[config.mk]
export PLATFORM = sky130hd
export DESIGN_NAME = listen_mode_sequencer
export DESIGN_NICKNAME = d
export VERILOG_FILES = /design/src/common/listen_seq_pkg.sv /design/src/design/listen_mode_sequencer.sv
export VERILOG_INCLUDE_DIRS = /design/src /design/src/common
export SDC_FILE = /design/constraint.sdc
export NUM_CORES = 1
export LEC_CHECK = 0
export ABC_AREA = 1
export BUFFER_PORTS_ARGS = -buffer_cell sky130_fd_sc_hd__buf_4
export CORE_UTILIZATION = 58
export CTS_CLUSTER_DIAMETER = 30
export DETAILED_ROUTE_END_ITERATION = 7
export PLACE_DENSITY = 0.93
export REMOVE_ABC_BUFFERS = 1
export SYNTH_ARGS = -nofsm -noshare
export SYNTH_HDL_FRONTEND = slang
export SYNTH_SLANG_ARGS = --single-unit
[constraint.sdc]
create_clock -name clk_in -period 3.8 [get_ports clk_in]
set_clock_uncertainty 0.05 [all_clocks]
set_input_delay 0.57 -clock clk_in [delete_from_list [all_inputs] [get_ports clk_in]]
set_output_delay 0.57 -clock clk_in [all_outputs]
set_load 0.01 [all_outputs]
[src/common/listen_seq_regs.svh]
`ifndef LISTEN_SEQ_REGS_SVH
`define LISTEN_SEQ_REGS_SVH
// Notes on behaviour
// - Idle phase runs on RC oscillator only
// - Wanted signal keeps receiver on, else off
// - Packet reception raises host interrupt
// - Exit on preamble, sync or payload done
// - Preamble stop leaves radio receiving
// - Window every idle plus rx timer period
// - No preamble by window end: back to sleep
// - Wake-on-preamble transition field settings
// - Preamble found routable to pin 4, code 11

// ****************************************
// Register offsets
// ****************************************
`define OFS_CTRL       8'h00
`define OFS_IDLE_TMR   8'h04
`define OFS_RX_TMR     8'h08
`define OFS_STATE      8'h0c
`define OFS_IRQ_STAT   8'h10
`define OFS_IRQ_MASK   8'h14
`define OFS_PIN_MAP    8'h18

// ****************************************
// Control fields
// ****************************************
`define CTRL_START     0
`define CTRL_STOP      1
`define CTRL_ROUTE     2
`define CTRL_IDLE_SEL  3
`define CTRL_START_TR  4
`define CTRL_LP_CHOICE 6
`define CTRL_IDLE_EXIT 7
`define CTRL_RX_EXIT   8
`define CTRL_RST       11'h6c8
`define CTRL_RW_MASK   11'h7fc

// ****************************************
// Transition codes
// ****************************************
`define START_TO_LP    2'h0
`define RX_EXIT_PREAM  3'h6
`define RX_EXIT_SYNC   3'h5
`define RX_EXIT_PAYLD  3'h4
`define PIN_CODE_PREAM 2'h3

// ****************************************
// Interrupt bits and reset values
// ****************************************
`define IRQ_PREAM      0
`define IRQ_SYNC       1
`define IRQ_PACKET     2
`define IRQ_TIMEOUT    3
`define IRQ_STOPPED    4
`define IRQ_W          5
`define IDLE_TMR_RST   16'h0010
`define RX_TMR_RST     16'h0002
`define PIN_MAP_RST    10'h331

// ****************************************
// Timer tick
// ****************************************
`define CLK_NS         100
`define TICK_NS        64000
`define TICK_CYC       (`TICK_NS / `CLK_NS)
`endif

[src/common/listen_seq_pkg.sv]
package listen_seq_pkg;
  // Sequencer states; HELD is sequencer off with receiver kept on
  typedef enum logic [2:0] {
    ST_OFF,
    ST_LOWPOW,
    ST_IDLE,
    ST_RX,
    ST_HELD
  } seq_state_e;
endpackage

[src/design/listen_mode_sequencer.sv]
// The implementer's own choices: register access over APB and the placing of the registers.
`timescale 1ns/1ps
`include "listen_seq_regs.svh"
module listen_mode_sequencer #(
  parameter int TIMER_W = 16
) (
  input  wire logic        clk_in,
  input  wire logic        rst_b_in,
  input  wire logic        psel_in,
  input  wire logic        penable_in,
  input  wire logic        pwrite_in,
  input  wire logic [7:0]  paddr_in,
  input  wire logic [31:0] pwdata_in,
  output logic      [31:0] prdata_out,
  output logic             pready_out,
  output logic             pslverr_out,
  input  wire logic        preamble_found_in,
  input  wire logic        sync_match_in,
  input  wire logic        payload_done_in,
  input  wire logic        checksum_good_in,
  input  wire logic        queue_threshold_in,
  input  wire logic        queue_drained_in,
  output logic             sleep_out,
  output logic             standby_out,
  output logic             rx_on_out,
  output logic             rc_only_out,
  output logic             seq_running_out,
  output logic [4:0]       event_pin_out,
  output logic             irq_out
);

  // ****************************************
  // Elaboration checks
  // ****************************************
  if (TIMER_W < 2 || TIMER_W > 24) begin : g_chk
    $error("TIMER_W must lie between 2 and 24");
  end
  localparam int TICK_W = $clog2(`TICK_CYC);
  localparam logic [TICK_W-1:0] TICK_LAST = TICK_W'(`TICK_CYC - 1);
  // ****************************************
  // Register state
  // ****************************************
  logic [10:0]          ctrl;
  logic [TIMER_W-1:0]   idle_wait_timer;
  logic [TIMER_W-1:0]   rx_window_timer;
  logic [`IRQ_W-1:0]    irq_stat;
  logic [`IRQ_W-1:0]    irq_mask;
  logic [9:0]           pin_map;
  logic [10:0]          next_ctrl;
  logic [TIMER_W-1:0]   next_idle_wait;
  logic [TIMER_W-1:0]   next_rx_window;
  logic [`IRQ_W-1:0]    next_irq_stat;
  logic [`IRQ_W-1:0]    next_irq_mask;
  logic [9:0]           next_pin_map;
  logic [31:0]          next_prdata;
  logic                 next_pready;
  logic                 next_pslverr;
  logic                 next_irq;

  // ****************************************
  // Sequencer state
  // ****************************************
  listen_seq_pkg::seq_state_e state;
  listen_seq_pkg::seq_state_e next_state;
  logic [TICK_W-1:0]    div;
  logic [TICK_W-1:0]    next_div;
  logic [TIMER_W-1:0]   tmr;
  logic [TIMER_W-1:0]   next_tmr;
  logic [`IRQ_W-1:0]    irq_set;
  logic                 next_sleep;
  logic                 next_standby;
  logic                 next_rx_on;
  logic                 next_running;
  logic [4:0]           next_pins;

  // ****************************************
  // Bus decode
  // ****************************************
  logic                 access;
  logic                 wr_en;
  logic                 start_req;
  logic                 stop_req;
  logic                 tick;
  logic [TIMER_W:0]     tmr_inc;
  logic                 idle_timer_event;
  logic                 window_end;
  logic                 exit_hit;
  // Access phase first cycle; answer follows one cycle later
  assign access    = psel_in && penable_in && !pready_out;
  // Write lands only at the edge where pready is seen high
  assign wr_en     = psel_in && penable_in && pready_out && pwrite_in;
  assign start_req = wr_en && (paddr_in == `OFS_CTRL) && pwdata_in[`CTRL_START];
  assign stop_req  = wr_en && (paddr_in == `OFS_CTRL) && pwdata_in[`CTRL_STOP];

  // ****************************************
  // Register next values
  // ****************************************
  always_comb begin
    next_ctrl      = ctrl;
    next_idle_wait = idle_wait_timer;
    next_rx_window = rx_window_timer;
    next_irq_mask  = irq_mask;
    next_pin_map   = pin_map;
    next_pready    = access;
    next_pslverr   = 1'b0;
    next_prdata    = 32'h0000_0000;
    // Set wins over a same-cycle write-one clear
    next_irq_stat  = irq_stat | irq_set;
    if (wr_en) begin
      case (paddr_in)
        `OFS_CTRL: begin
          next_ctrl = pwdata_in[10:0] & `CTRL_RW_MASK;
        end
        `OFS_IDLE_TMR: begin
          next_idle_wait = pwdata_in[TIMER_W-1:0];
        end
        `OFS_RX_TMR: begin
          next_rx_window = pwdata_in[TIMER_W-1:0];
        end
        `OFS_IRQ_STAT: begin
          next_irq_stat = (irq_stat & ~pwdata_in[`IRQ_W-1:0]) | irq_set;
        end
        `OFS_IRQ_MASK: begin
          next_irq_mask = pwdata_in[`IRQ_W-1:0];
        end
        `OFS_PIN_MAP: begin
          next_pin_map = pwdata_in[9:0];
        end
        default: ;
      endcase
    end
    if (access) begin
      case (paddr_in)
        `OFS_CTRL:     next_prdata = {21'h0, ctrl};
        `OFS_IDLE_TMR: next_prdata = 32'(idle_wait_timer);
        `OFS_RX_TMR:   next_prdata = 32'(rx_window_timer);
        `OFS_STATE:    next_prdata = {25'h0, rc_only_out, rx_on_out, standby_out,
                                      sleep_out, 3'(state)};
        `OFS_IRQ_STAT: next_prdata = 32'(irq_stat);
        `OFS_IRQ_MASK: next_prdata = 32'(irq_mask);
        `OFS_PIN_MAP:  next_prdata = {22'h0, pin_map};
        default:       next_pslverr = 1'b1; // Unmapped: error, data zero
      endcase
    end
    next_irq = |(next_irq_stat & next_irq_mask);
  end

  // Register flops
  always_ff @(posedge clk_in or negedge rst_b_in) begin
    if (!rst_b_in) begin
      ctrl            <= `CTRL_RST;
      idle_wait_timer <= TIMER_W'(`IDLE_TMR_RST);
      rx_window_timer <= TIMER_W'(`RX_TMR_RST);
      irq_stat        <= '0;
      irq_mask        <= '0;
      pin_map         <= `PIN_MAP_RST;
      prdata_out      <= 32'h0000_0000;
      pready_out      <= 1'b0;
      pslverr_out     <= 1'b0;
      irq_out         <= 1'b0;
    end else begin
      ctrl            <= next_ctrl;
      idle_wait_timer <= next_idle_wait;
      rx_window_timer <= next_rx_window;
      irq_stat        <= next_irq_stat;
      irq_mask        <= next_irq_mask;
      pin_map         <= next_pin_map;
      prdata_out      <= next_prdata;
      pready_out      <= next_pready;
      pslverr_out     <= next_pslverr;
      irq_out         <= next_irq;
    end
  end

  // ****************************************
  // Timebase and timer compare
  // ****************************************
  // Tick divider only runs while a timer is live, so it stops when off
  assign tick    = (div == TICK_LAST);
  assign tmr_inc = {1'b0, tmr} + {{TIMER_W{1'b0}}, 1'b1};
  // A timer of zero behaves as one tick, never as a stall
  assign idle_timer_event = (state == listen_seq_pkg::ST_IDLE) && tick &&
                            (tmr_inc >= {1'b0, idle_wait_timer});
  assign window_end = (state == listen_seq_pkg::ST_RX) && tick &&
                      (tmr_inc >= {1'b0, rx_window_timer});

  // Selected receive exit event
  always_comb begin
    case (ctrl[`CTRL_RX_EXIT +: 3])
      `RX_EXIT_PREAM: exit_hit = preamble_found_in;
      `RX_EXIT_SYNC:  exit_hit = sync_match_in;
      `RX_EXIT_PAYLD: exit_hit = payload_done_in;
      default:        exit_hit = 1'b0;
    endcase
  end

  // ****************************************
  // Sequencer next state
  // ****************************************
  always_comb begin
    next_state = state;
    next_div   = div;
    next_tmr   = tmr;
    irq_set    = '0;
    case (state)
      listen_seq_pkg::ST_OFF,
      listen_seq_pkg::ST_HELD: begin
        // Nothing moves until the host writes start, or stop to leave HELD
        next_div = '0;
        next_tmr = '0;
        if (start_req) begin
          if (next_ctrl[`CTRL_START_TR +: 2] == `START_TO_LP) begin // Field of this write
            next_state = listen_seq_pkg::ST_LOWPOW;
          end else begin
            next_state = listen_seq_pkg::ST_RX;
          end
        end else if (stop_req) begin
          // Host picks another mode: release the receiver
          next_state = listen_seq_pkg::ST_OFF;
        end
      end
      listen_seq_pkg::ST_LOWPOW: begin
        next_div = '0;
        next_tmr = '0;
        if (ctrl[`CTRL_LP_CHOICE]) begin
          next_state = listen_seq_pkg::ST_IDLE;
        end else begin
          next_state = listen_seq_pkg::ST_OFF;
          irq_set[`IRQ_STOPPED] = 1'b1;
        end
      end
      listen_seq_pkg::ST_IDLE: begin
        next_div = tick ? '0 : div + TICK_W'(1);
        next_tmr = tick ? tmr_inc[TIMER_W-1:0] : tmr;
        if (idle_timer_event) begin
          next_div = '0;
          next_tmr = '0;
          if (ctrl[`CTRL_IDLE_EXIT]) begin
            next_state = listen_seq_pkg::ST_RX;
          end else begin
            next_state = listen_seq_pkg::ST_OFF;
            irq_set[`IRQ_STOPPED] = 1'b1;
          end
        end
      end
      listen_seq_pkg::ST_RX: begin
        next_div = tick ? '0 : div + TICK_W'(1);
        next_tmr = tick ? tmr_inc[TIMER_W-1:0] : tmr;
        if (exit_hit) begin
          // Wanted signal: keep receiving, stop sequencing
          next_state = listen_seq_pkg::ST_HELD;
          irq_set[`IRQ_STOPPED] = 1'b1;
        end else if (window_end) begin
          // No wanted signal: back to low power, receiver off
          next_state = listen_seq_pkg::ST_LOWPOW;
          irq_set[`IRQ_TIMEOUT] = 1'b1;
        end
      end
      default: begin
        next_state = listen_seq_pkg::ST_OFF;
      end
    endcase
    // Host stop overrides any running state
    if (stop_req && state != listen_seq_pkg::ST_OFF &&
        state != listen_seq_pkg::ST_HELD) begin
      next_state = listen_seq_pkg::ST_OFF;
      next_div   = '0;
      next_tmr   = '0;
    end
    // Events only count while the receiver listens
    if (state == listen_seq_pkg::ST_RX || state == listen_seq_pkg::ST_HELD) begin
      irq_set[`IRQ_PREAM]  = preamble_found_in;
      irq_set[`IRQ_SYNC]   = sync_match_in;
      irq_set[`IRQ_PACKET] = payload_done_in;
    end
  end

  // ****************************************
  // Radio mode outputs
  // ****************************************
  always_comb begin
    next_sleep   = (next_state == listen_seq_pkg::ST_IDLE) &&
                   ctrl[`CTRL_IDLE_SEL];
    next_rx_on   = (next_state == listen_seq_pkg::ST_RX) ||
                   (next_state == listen_seq_pkg::ST_HELD);
    next_standby = !next_sleep && !next_rx_on;
    next_running = (next_state != listen_seq_pkg::ST_OFF) &&
                   (next_state != listen_seq_pkg::ST_HELD);
  end

  // ****************************************
  // Event pin mapping
  // ****************************************
  // Per pin a two-bit source code; unlisted codes drive low
  function automatic logic pin_src(input int pin, input logic [1:0] code,
                                   input logic route);
    logic res;
    res = 1'b0;
    case (pin)
      0: res = (code == 2'h0) ? payload_done_in :
               (code == 2'h1) ? checksum_good_in : 1'b0;
      1: res = (code == 2'h0) ? queue_threshold_in : 1'b0;
      2: res = (code == 2'h3) ? sync_match_in : 1'b0;
      3: res = (code == 2'h0) ? queue_drained_in : 1'b0;
      4: res = (code == `PIN_CODE_PREAM) && route && preamble_found_in;
      default: res = 1'b0;
    endcase
    return res;
  endfunction

  for (genvar p = 0; p < 5; p++) begin : g_pin
    // Preamble needs both the pin code and the route bit
    assign next_pins[p] = pin_src(p, pin_map[2*p +: 2], ctrl[`CTRL_ROUTE]);
  end

  // Sequencer flops
  always_ff @(posedge clk_in or negedge rst_b_in) begin
    if (!rst_b_in) begin
      state           <= listen_seq_pkg::ST_OFF;
      div             <= '0;
      tmr             <= '0;
      sleep_out       <= 1'b0;
      standby_out     <= 1'b1;
      rx_on_out       <= 1'b0;
      rc_only_out     <= 1'b0;
      seq_running_out <= 1'b0;
      event_pin_out   <= 5'h00;
    end else begin
      state           <= next_state;
      div             <= next_div;
      tmr             <= next_tmr;
      sleep_out       <= next_sleep;
      standby_out     <= next_standby;
      rx_on_out       <= next_rx_on;
      rc_only_out     <= next_sleep;
      seq_running_out <= next_running;
      event_pin_out   <= next_pins;
    end
  end
endmodule

### Word level (Yosys, flattened, before mapping)

Cells that the tools add are included.

| storage, ports and cells | value |
|---|---|
| bits in registers | 134 |
| input bits | 51 |
| output and inout port bits | 45 |
| logic and storage cells | 133 |

| operators by class | value |
|---|---|
| add/subtract/negate cells | 2 |
| order comparisons | 2 |
| equal/unequal tests | 22 |
| multiplexer cells | 43 |
| bitwise operators | 5 |
| reduce and logical (&&, ||, !) cells | 40 |

Operators with widths:

| kind | count |
|---|---|
| $pmux W16 S7 | 1 |
| $mux W16 | 4 |
| $pmux W16 S3 | 1 |
| $ge A17 B16 Y1 | 2 |
| $mux W10 | 3 |
| $pmux W10 S3 | 1 |
| $eq A8 B5 Y1 const B | 3 |
| $mux W3 | 7 |
| $mux W5 | 4 |
| $logic_and A1 B1 Y1 | 18 |
| $add A16 B1 Y17 const B | 1 |
| $eq A8 B4 Y1 const B | 2 |
| $eq A3 B3 Y1 const B | 5 |
| $mux W1 | 14 |
| $eq A3 B2 Y1 const B | 4 |
| $mux W6 | 2 |
| $pmux W3 S4 | 1 |
| $add A10 B1 Y10 const B | 1 |
| $and A5 B5 Y5 | 2 |
| $eq A10 B10 Y1 const B | 1 |
| $or A5 B5 Y5 | 2 |
| $eq A8 B3 Y1 const B | 1 |
| $logic_not A2 Y1 | 4 |
| $logic_not A8 Y1 | 1 |
| 17 further kinds | 29 |

### Logic depth before layout (Yosys ltp)

Gate-level depths: netlist (run 1).

| logic depth | value |
|---|---|
| depth in word-level cells | 13 |
| depth in mapped cells | 23 |
| gate-level depth less buffers | 23 |

### Least setup slack after synthesis (run 1)

No wires, ideal clock.

| timing path | value |
|---|---|
| path type | register to register |
| start | reg tmr[2] |
| end | reg tmr[13] |
| setup time | 80 ps |
| arrival time | 2593 ps |
| required time | 3670 ps |
| path slack | 1076 ps |
| stages on the path, launching flop included | 19 |
| buffers on the path | 1 |
| clock period less this slack | 2724 ps |
| cells stage by stage | dfrtp_1 inv_2 nor3_4 nand4_1 nor3_2 nand3_1 xor2_1 inv_2 ha_1 nand2_1 nor2_1 nand4_1 o211ai_1 nor2_1 nand2_4 a21oi_4 nor2_2 buf_6 nor3_2 |

| on the way | value |
|---|---|
| word-level cells in the longest chain between the ends | 6 |
| elaborated cells between the ends (all ways) | 7 |
| those cells by class | 1 x add/sub; 1 x order compare; 4 x mux; 1 x reduce/logical |

Ends and longest elaborated chain:

| element | RTL line | text |
|---|---|---|
| start, declared | listen_mode_sequencer.sv:67 | `logic [TIMER_W-1:0] tmr;` |
| start signal, assigned | listen_mode_sequencer.sv:331 | `tmr <= next_tmr;` |
| $add A16 B1 Y17 * | listen_mode_sequencer.sv:180 | `assign tmr_inc = {1'b0, tmr} + {{TIMER_W{1'b0}}, 1'b1};` |
| $ge A17 B16 Y1 | listen_mode_sequencer.sv:183 | `(tmr_inc >= {1'b0, idle_wait_timer});` |
| $logic_and A1 B1 Y1 | listen_mode_sequencer.sv:182 | `assign idle_timer_event = (state == listen_seq_pkg::ST_IDLE) && tick &&` |
| $mux W16 | listen_mode_sequencer.sv:235 | `if (idle_timer_event) begin` |
| $pmux W16 S3 * | listen_mode_sequencer.sv:205 | `case (state)` |
| $mux W16 * | listen_mode_sequencer.sv:264 | `if (stop_req && state != listen_seq_pkg::ST_OFF &&` |

Mark *: on every way between the ends. The rest lies on a longest branch, timed or not.
A chain may end at the register's enable or synchronous reset.

### Final worst setup path (run 1)

| timing path | value |
|---|---|
| start | reg tmr[0] |
| end | reg standby_out |

| on the way | value |
|---|---|
| word-level cells in the longest chain between the ends | 11 |
| elaborated cells between the ends (all ways) | 18 |
| those cells by class | 1 x add/sub; 2 x order compare; 3 x eq/ne; 5 x mux; 7 x reduce/logical |

Ends and longest elaborated chain:

| element | RTL line | text |
|---|---|---|
| $add A16 B1 Y17 * | listen_mode_sequencer.sv:180 |  |
| $ge A17 B16 Y1 | listen_mode_sequencer.sv:185 | `(tmr_inc >= {1'b0, rx_window_timer});` |
| $logic_and A1 B1 Y1 | listen_mode_sequencer.sv:184 | `assign window_end = (state == listen_seq_pkg::ST_RX) && tick &&` |
| $mux W3 | listen_mode_sequencer.sv:253 | `end else if (window_end) begin` |
| $mux W3 | listen_mode_sequencer.sv:249 | `if (exit_hit) begin` |
| $pmux W3 S4 * | listen_mode_sequencer.sv:205 |  |
| $mux W3 * | listen_mode_sequencer.sv:264 |  |
| $eq A3 B2 Y1 * | listen_mode_sequencer.sv:282 | `next_sleep = (next_state == listen_seq_pkg::ST_IDLE) &&` |
| $logic_and A1 B1 Y1 * | listen_mode_sequencer.sv:282 |  |
| net next_sleep | listen_mode_sequencer.sv:70 | `logic next_sleep;` |
| $logic_not A1 Y1 * | listen_mode_sequencer.sv:286 | `next_standby = !next_sleep && !next_rx_on;` |
| $logic_and A1 B1 Y1 * | listen_mode_sequencer.sv:286 |  |
| net next_standby | listen_mode_sequencer.sv:71 | `logic next_standby;` |
| end signal, assigned | listen_mode_sequencer.sv:333 | `standby_out <= next_standby;` |
| end, declared | listen_mode_sequencer.sv:24 | `output logic standby_out,` |

Mark *: on every way through the listed nets, which the timed path passes. The rest lies on a longest branch.

==> metrics.txt, run 1 <==
slowest CP cell=dfrtp_1; CTS tree=done; most common cell after layout, fill and taps aside=nand2_1; Worst path max stage delay=0.42 ns; IO Pins=96; Setup-failing EPs final=0; hold crit path type=primary input to async pin; CP Max Fanout=5; Initial Util=0.595; MaxCap Viol Count=0; CP dominant cell by count=nand2_1; Inserted Clock Buffers=17; share of power burned in registers=0.400; maximum root-to-sink buffer count=2; Cells after Synth=822; Post-synth EDFFs=0; DRT antenna net count=0; reg2reg path depth=22; diodes inserted=0; vias in the first global route=5,826; Pint=0.00248 W; endpoint type of the worst setup path=flip-flop; final hold violations=0; syn avg cell area=8.26 um^2; Setup CP Type=flip-flop to flip-flop; core area=0.0114 mm^2; Post-CTS Setup Bufs=0; proportion of layout cells with a drive suffix above 1=0.189; number of DRC markers in iteration 0=506; # resized after CTS=0; Fillers=861; fin crit period=3.34 ns; DRC=2; PortBufs=63; Vias=5,878; first-pass GRT wire length=28.0 mm; sequential area share after synthesis=0.437; Pwr Density=411 mW/mm^2; Worst EP required=4.11 ns; Routed WL=16.7 mm; die area=0.0121 mm^2; Peak supply drop=0.498 mV; max-slew violations=0; Final Core Density=0.695; clock sink total=118; Yosys reg bits=118; drt pass-1 iters=7; Worst Path Arrival=3.65 ns; dominant synthesized flop cell=dfrtp_1; distinct cell type count after synthesis=52; # rows=39; status=complete, but fails checks; Psw=0.000777 W; failing checks=DRC; GP Congestion=0.939; area of the multi-input gates=0.00313 mm^2; Worst setup SP type=flip-flop; Switching Share=0.238; P_leak=3.86 nW; worst-skew pair later-pin latency=0.42 ns; CTS clk-pin slew, worst paths=0.05 ns; Tcrit/Tclk final=0.879; Congestion Overflow GR=0; Clock power frac=0.511; post-cts hold buffer count=0; Ys Warns=0; CP cell instances=inv_1 -> nor3_4 -> nand4_1 -> nor3_2 -> nand3_1 -> xor2_1 -> inv_2 -> ha_1 -> nand2_1 -> nor2_1 -> nand2_1 -> nor2_1 -> nand3_1 -> nand3_1 -> nor2_1 -> nand2_1 -> nand2_1 -> nand2_1 -> nand2_2 -> nor2_4 -> nor2_2 -> nor2_2; routed len/inst=16.0 um; worst r2r src=tmr[0]; Worst R2R Setup Slack=0.46 ns; Register Area=0.00297 mm^2; total negative slack=0 ns; unrepaired setup endpoints after global routing=false; async set-or-reset flop fraction in the synthesized netlist=1.00; clock root buffer=clkbuf_16; Vias/cell=5.62; commonest non-fill, non-tap cells in the layout=nand2_1 (168), inv_1 (130), dfrtp_1 (105), buf_4 (65), nor2_1 (55); chip width=110 um; initial antenna violation count=0; Final #Nets=975; total track usage=0.308; worst relative slew slack=0.286; DP HPWL=11.8 mm; Achievable Freq=0.299 GHz; Area Overhead vs Synth=16.8%; Syn Std Cell Area=0.00679 mm^2; Comb power frac=0.089; H-tree depth=4; Slew @ Worst Pin=1.07 ns; r2r endpoint=standby_out; die height=110 um; pin count of the biggest net entering global routing=61
## cell type report
cell class              instances  share of cell area
multi-input cells             543               0.394
clock inverters                10              0.0192
well taps                     143              0.0226
inverters                     144              0.0684
clock buffers                  22              0.0572
flip-flops and latches        118               0.374
repair buffers                 66              0.0640
## worst max-delay path, delay by kind of cell, from the launching register on
family,cells,cell delay [ns]
xor gates and xnor gates,1,0.19
buffers and inverters,2,0.20
DFF,1,0.42
and+or+nand+nor,18,2.14
adders and majority gates,1,0.28
## state kept, by name (all words and copies together) (netlist names)
signal,cells
ctrl,9
irq_out,1
div,10
irq_stat,5
idle_wait_timer,16
seq_running_out,1
pslverr_out,1
tmr,16
pready_out,1
irq_mask,5
rc_only_out,1
rx_on_out,1
standby_out,1
rx_window_timer,16
event_pin_out,5
prdata_out,16
state,3
pin_map,10
## through the flow
| step | instances | area [um^2] | hold WS, ns | total power [W] | setup WS [ns] |
|---|---|---|---|---|---|
| global placement | 1014 | 7330 | 0.400 | 0.00161 | 0.658 |
| detailed placement | 1014 | 7330 | 0.401 | 0.00161 | 0.564 |
| finish | 1046 | 7930 | 0.185 | 0.00326 | 0.459 |
| CTS | 1046 | 7930 | 0.202 | 0.00327 | 0.532 |
| floorplan | 805 | 6640 | 0.224 | 0.00149 | 0.960 |
| global route | 1046 | 7930 | 0.225 | 0.00338 | 0.251 |
## power by group through the flow
stage                     clock, W  sequential, W  combinational, W
after floorplan                  0        0.00132          0.000164
after global placement           0        0.00132          0.000283
after detailed placement         0        0.00132          0.000290
after CTS                  0.00168        0.00130          0.000291
after global routing       0.00174        0.00131          0.000327
final                      0.00167        0.00130          0.000291
## cells in the mapped netlist (7+ instances only)
master / instances / area share
a211oi_2: 8 / 0.015
dfrtp_1: 105 / 0.39
nand3_1: 19 / 0.014
o22ai_1: 13 / 0.012
nor2_1: 55 / 0.030
nor2_2: 7 / 0.0064
o21ai_1: 17 / 0.013
o21ai_0: 53 / 0.039
nand4_1: 8 / 0.0074
dfstp_2: 13 / 0.050
inv_2: 11 / 0.0061
clkbuf_1: 9 / 0.0050
nand2_2: 10 / 0.0092
buf_4: 18 / 0.020
a21oi_1: 38 / 0.028
nor3_1: 18 / 0.013
nand2_1: 168 / 0.093
xor2_1: 12 / 0.015
nor2_4: 8 / 0.013
inv_1: 130 / 0.072
ha_1: 34 / 0.063
## kinds of logic after synthesis
kind of cell / count (synthesis) / synth area share
DFF: 118 / 0.437
adders and majority gates: 34 / 0.0627
AOI/OAI and AO/OA: 164 / 0.148
buffers and inverters: 176 / 0.110
other: 1 / 0.000552
and+or+nand+nor: 316 / 0.225
xor gates and xnor gates: 13 / 0.0168
## worst max-delay path by stage
stage / slack (ns) / from / endpoint
after floorplan: 0.96 / tmr[2] / tmr[3]
after global placement: 0.66 / tmr[0] / tmr[3]
after detailed placement: 0.56 / tmr[0] / tmr[3]
after CTS: 0.53 / tmr[0] / standby_out
after global routing: 0.25 / tmr[0] / standby_out
final: 0.46 / tmr[0] / standby_out
## metal layers
metal | routed length, um | global-route usage | up-vias
met5 | 0 | 0 | -
met4 | 427 | 0.139 | 0
met3 | 1320 | 0.0823 | 47
met2 | 8020 | 0.504 | 292
met1 | 6960 | 0.380 | 2762
li1 | - | - | 2777
(Power assumes the default switching activity.)
==> run 2, diff against run 1 <==
CORE_MARGIN = 10   (was unset)
RECOVER_POWER = 25   (was unset)
==> run 2 against run 1 <==
The run ends with capacitance limit, slew limit left. Final cell count is essentially flat. Worst setup slack lost 0.083 ns. Highest routed layer unchanged. Largest power group unchanged. Register-to-register slack lost 0.08 ns. Combinational power grew 2%. Global-route usage shrank 7.9 points. Utilization is essentially flat. Sequential share of layout area is essentially flat. Critical path depth shrank 4. First-iteration DRC count grew 49%.
==> metrics.txt, run 2 (synthesized netlist as in run 1, its figures left out) <==
DRT antenna net count=0 (unchanged); Pwr Total=0.00326 W (about the same); P_leak=3.86 nW (-0.21%); drt pass-1 iters=6 (-1); hold crit path type=primary input to flip-flop; number of DRC markers in iteration 0=753 (+49%); unrepaired setup endpoints after global routing=false; Inserted Clock Buffers=17 (unchanged); slowest CP cell=dfrtp_1; start point of the critical path=tmr[0]; vias in the first global route=6,268 (+7.6%); Setup CP Type=flip-flop to flip-flop; most common cell after layout, fill and taps aside=nand2_1; chip width=128 um (+16%); Worst R2R Setup Slack=0.38 ns (-0.08 ns); CP Max Fanout=12 (+7); Pwr Density=411 mW/mm^2 (about the same); Worst Setup EP=tmr[3]; worst relative slew slack=-0.942 (-1.23); endpoint type of the worst setup path=flip-flop; Routed WL=18.2 mm (+8.9%); commonest non-fill, non-tap cells in the layout=nand2_1 (168), inv_1 (130), dfrtp_1 (105), buf_4 (63), nor2_1 (55); GP Congestion=0.962 (+2.4%); status=complete, but fails checks; IO Pins=96 (unchanged); maximum root-to-sink buffer count=2 (unchanged); CP delay by family, top=simple AND/OR/NAND/NOR gates; Achievable Freq=0.292 GHz (-2.4%); post-cts hold buffer count=0 (unchanged); Post-CTS Setup Bufs=0 (unchanged); CTS tree=done; Setup-failing EPs final=0 (unchanged); MaxCap Viol Count=1 (+1); Initial Util=0.595 (unchanged); reg2reg path depth=18 (-18%); Placed Cells incl. Taps=1,013 (-0.099%); Worst path max stage delay=0.45 ns (+0.03 ns); max-slew violations=54 (+54); worst-skew pair later-pin latency=0.42 ns (about the same); routed len/inst=17.4 um (+9.0%); DP HPWL=12.7 mm (+7.9%); Vias/cell=5.80 (+3.2%); Tcrit/Tclk final=0.901 (+0.0220); Worst path depth=18 (-18%); CTS clk-pin slew, worst paths=0.06 ns (about the same); worst r2r src=tmr[0]; core area=0.0114 mm^2 (unchanged); initial antenna violation count=0 (unchanged); r2r endpoint=tmr[3]; Worst EP required=4.07 ns (-0.04 ns); failing checks=capacitance limit, slew limit; Final #Nets=974 (-0.10%); # rows=39 (unchanged); diodes inserted=0 (unchanged); die area=0.0164 mm^2 (+35%); post-route insts no fill=1,045 (-0.096%); pin count of the biggest net entering global routing=66 (+8.2%); # resized after CTS=0 (unchanged); Slew @ Worst Pin=2.91 ns (+1.84 ns); first-pass GRT wire length=30.4 mm (+8.5%); proportion of layout cells with a drive suffix above 1=0.185 (-0.00422); Fin Hold WS=0.359 ns (+0.174 ns); total track usage=0.228 (-0.0790); clock sink total=118 (unchanged); Vias=6,062 (+3.1%); total negative slack=0 ns (unchanged); Worst setup SP type=flip-flop; Area Overhead vs Synth=16.8% (about the same); Worst Path Arrival=3.70 ns (+0.05 ns); die height=128 um (+16%); Peak supply drop=0.521 mV (+4.5%); CP cell instances=inv_1 -> nor3_4 -> nand4_1 -> nor3_2 -> nand3_1 -> xor2_1 -> inv_2 -> ha_1 -> nand2_1 -> nor2_1 -> nand4_1 -> o211ai_1 -> nor2_1 -> nand2_4 -> a21oi_4 -> nor2_2 -> buf_4 -> a211oi_1; clock root buffer=clkbuf_16; DRC=0 (-2); fin crit period=3.42 ns (+0.0835 ns); Buf/Inv on CP=3 (+1); Fillers=825 (-4.2%); H-tree depth=4 (unchanged); final hold violations=0 (unchanged); Congestion Overflow GR=0 (unchanged); PortBufs=63 (unchanged)
==> run 2: power breakdown <==
part           total (W)  internal, W  switching (W)  leakage, nW
sequential       0.00130      0.00128      0.0000184         1.56
clock            0.00166      0.00110       0.000566        0.296
combinational   0.000296    0.0000927       0.000203         2.00
total            0.00326      0.00248       0.000787         3.86
==> run 2: layout make-up <==
cell class,count,area [um^2],area share
Clock buffer,24,492,0.0620
Multi-Input combinational cell,543,3130,0.394
Clock inverter,8,124,0.0156
Tap cell,143,179,0.0226
Inverter,144,543,0.0685
Timing Repair Buffer,65,497,0.0626
Sequential cell,118,2970,0.374
==> run 2: worst min-delay path by stage <==
stage | depth (start not counted) | to | slack (ns) | from
3_5_place_dp | 1 | event_pin_out[1] | 0.40 | pin_map[3]
4_1_cts | 1 | irq_out | 0.17 | rst_b_in
6_report | 3 | event_pin_out[2] | 0.36 | sync_match_in
5_1_grt | 3 | event_pin_out[2] | 0.36 | sync_match_in
3_3_place_gp | 1 | event_pin_out[1] | 0.40 | pin_map[3]
2_1_floorplan | 0 | ctrl[2] | 0.22 | rst_b_in
==> run 2: layer usage <==
layer  global-route usage  wire (um)
met1                0.273       6920
met3               0.0624       1600
met5                    0          0
met4                0.103        524
met2                0.375       9170
==> run 2: metrics by stage <==
| step | util | setup WS (ns) | instance area [um^2] |
|---|---|---|---|
| floorplan | - | 0.960 | 6640 |
| global placement | 0.641 | 0.663 | 7320 |
| detailed placement | 0.641 | 0.551 | 7320 |
| CTS | 0.695 | 0.464 | 7940 |
| global route | 0.695 | 0.235 | 7930 |
| finish | 0.695 | 0.375 | 7930 |
==> run 2: worst min-delay path, delay by kind of cell <==
kind                   cells  cell delay, ns
buffers and inverters      1            0.13
and+or+nand+nor            2            0.09
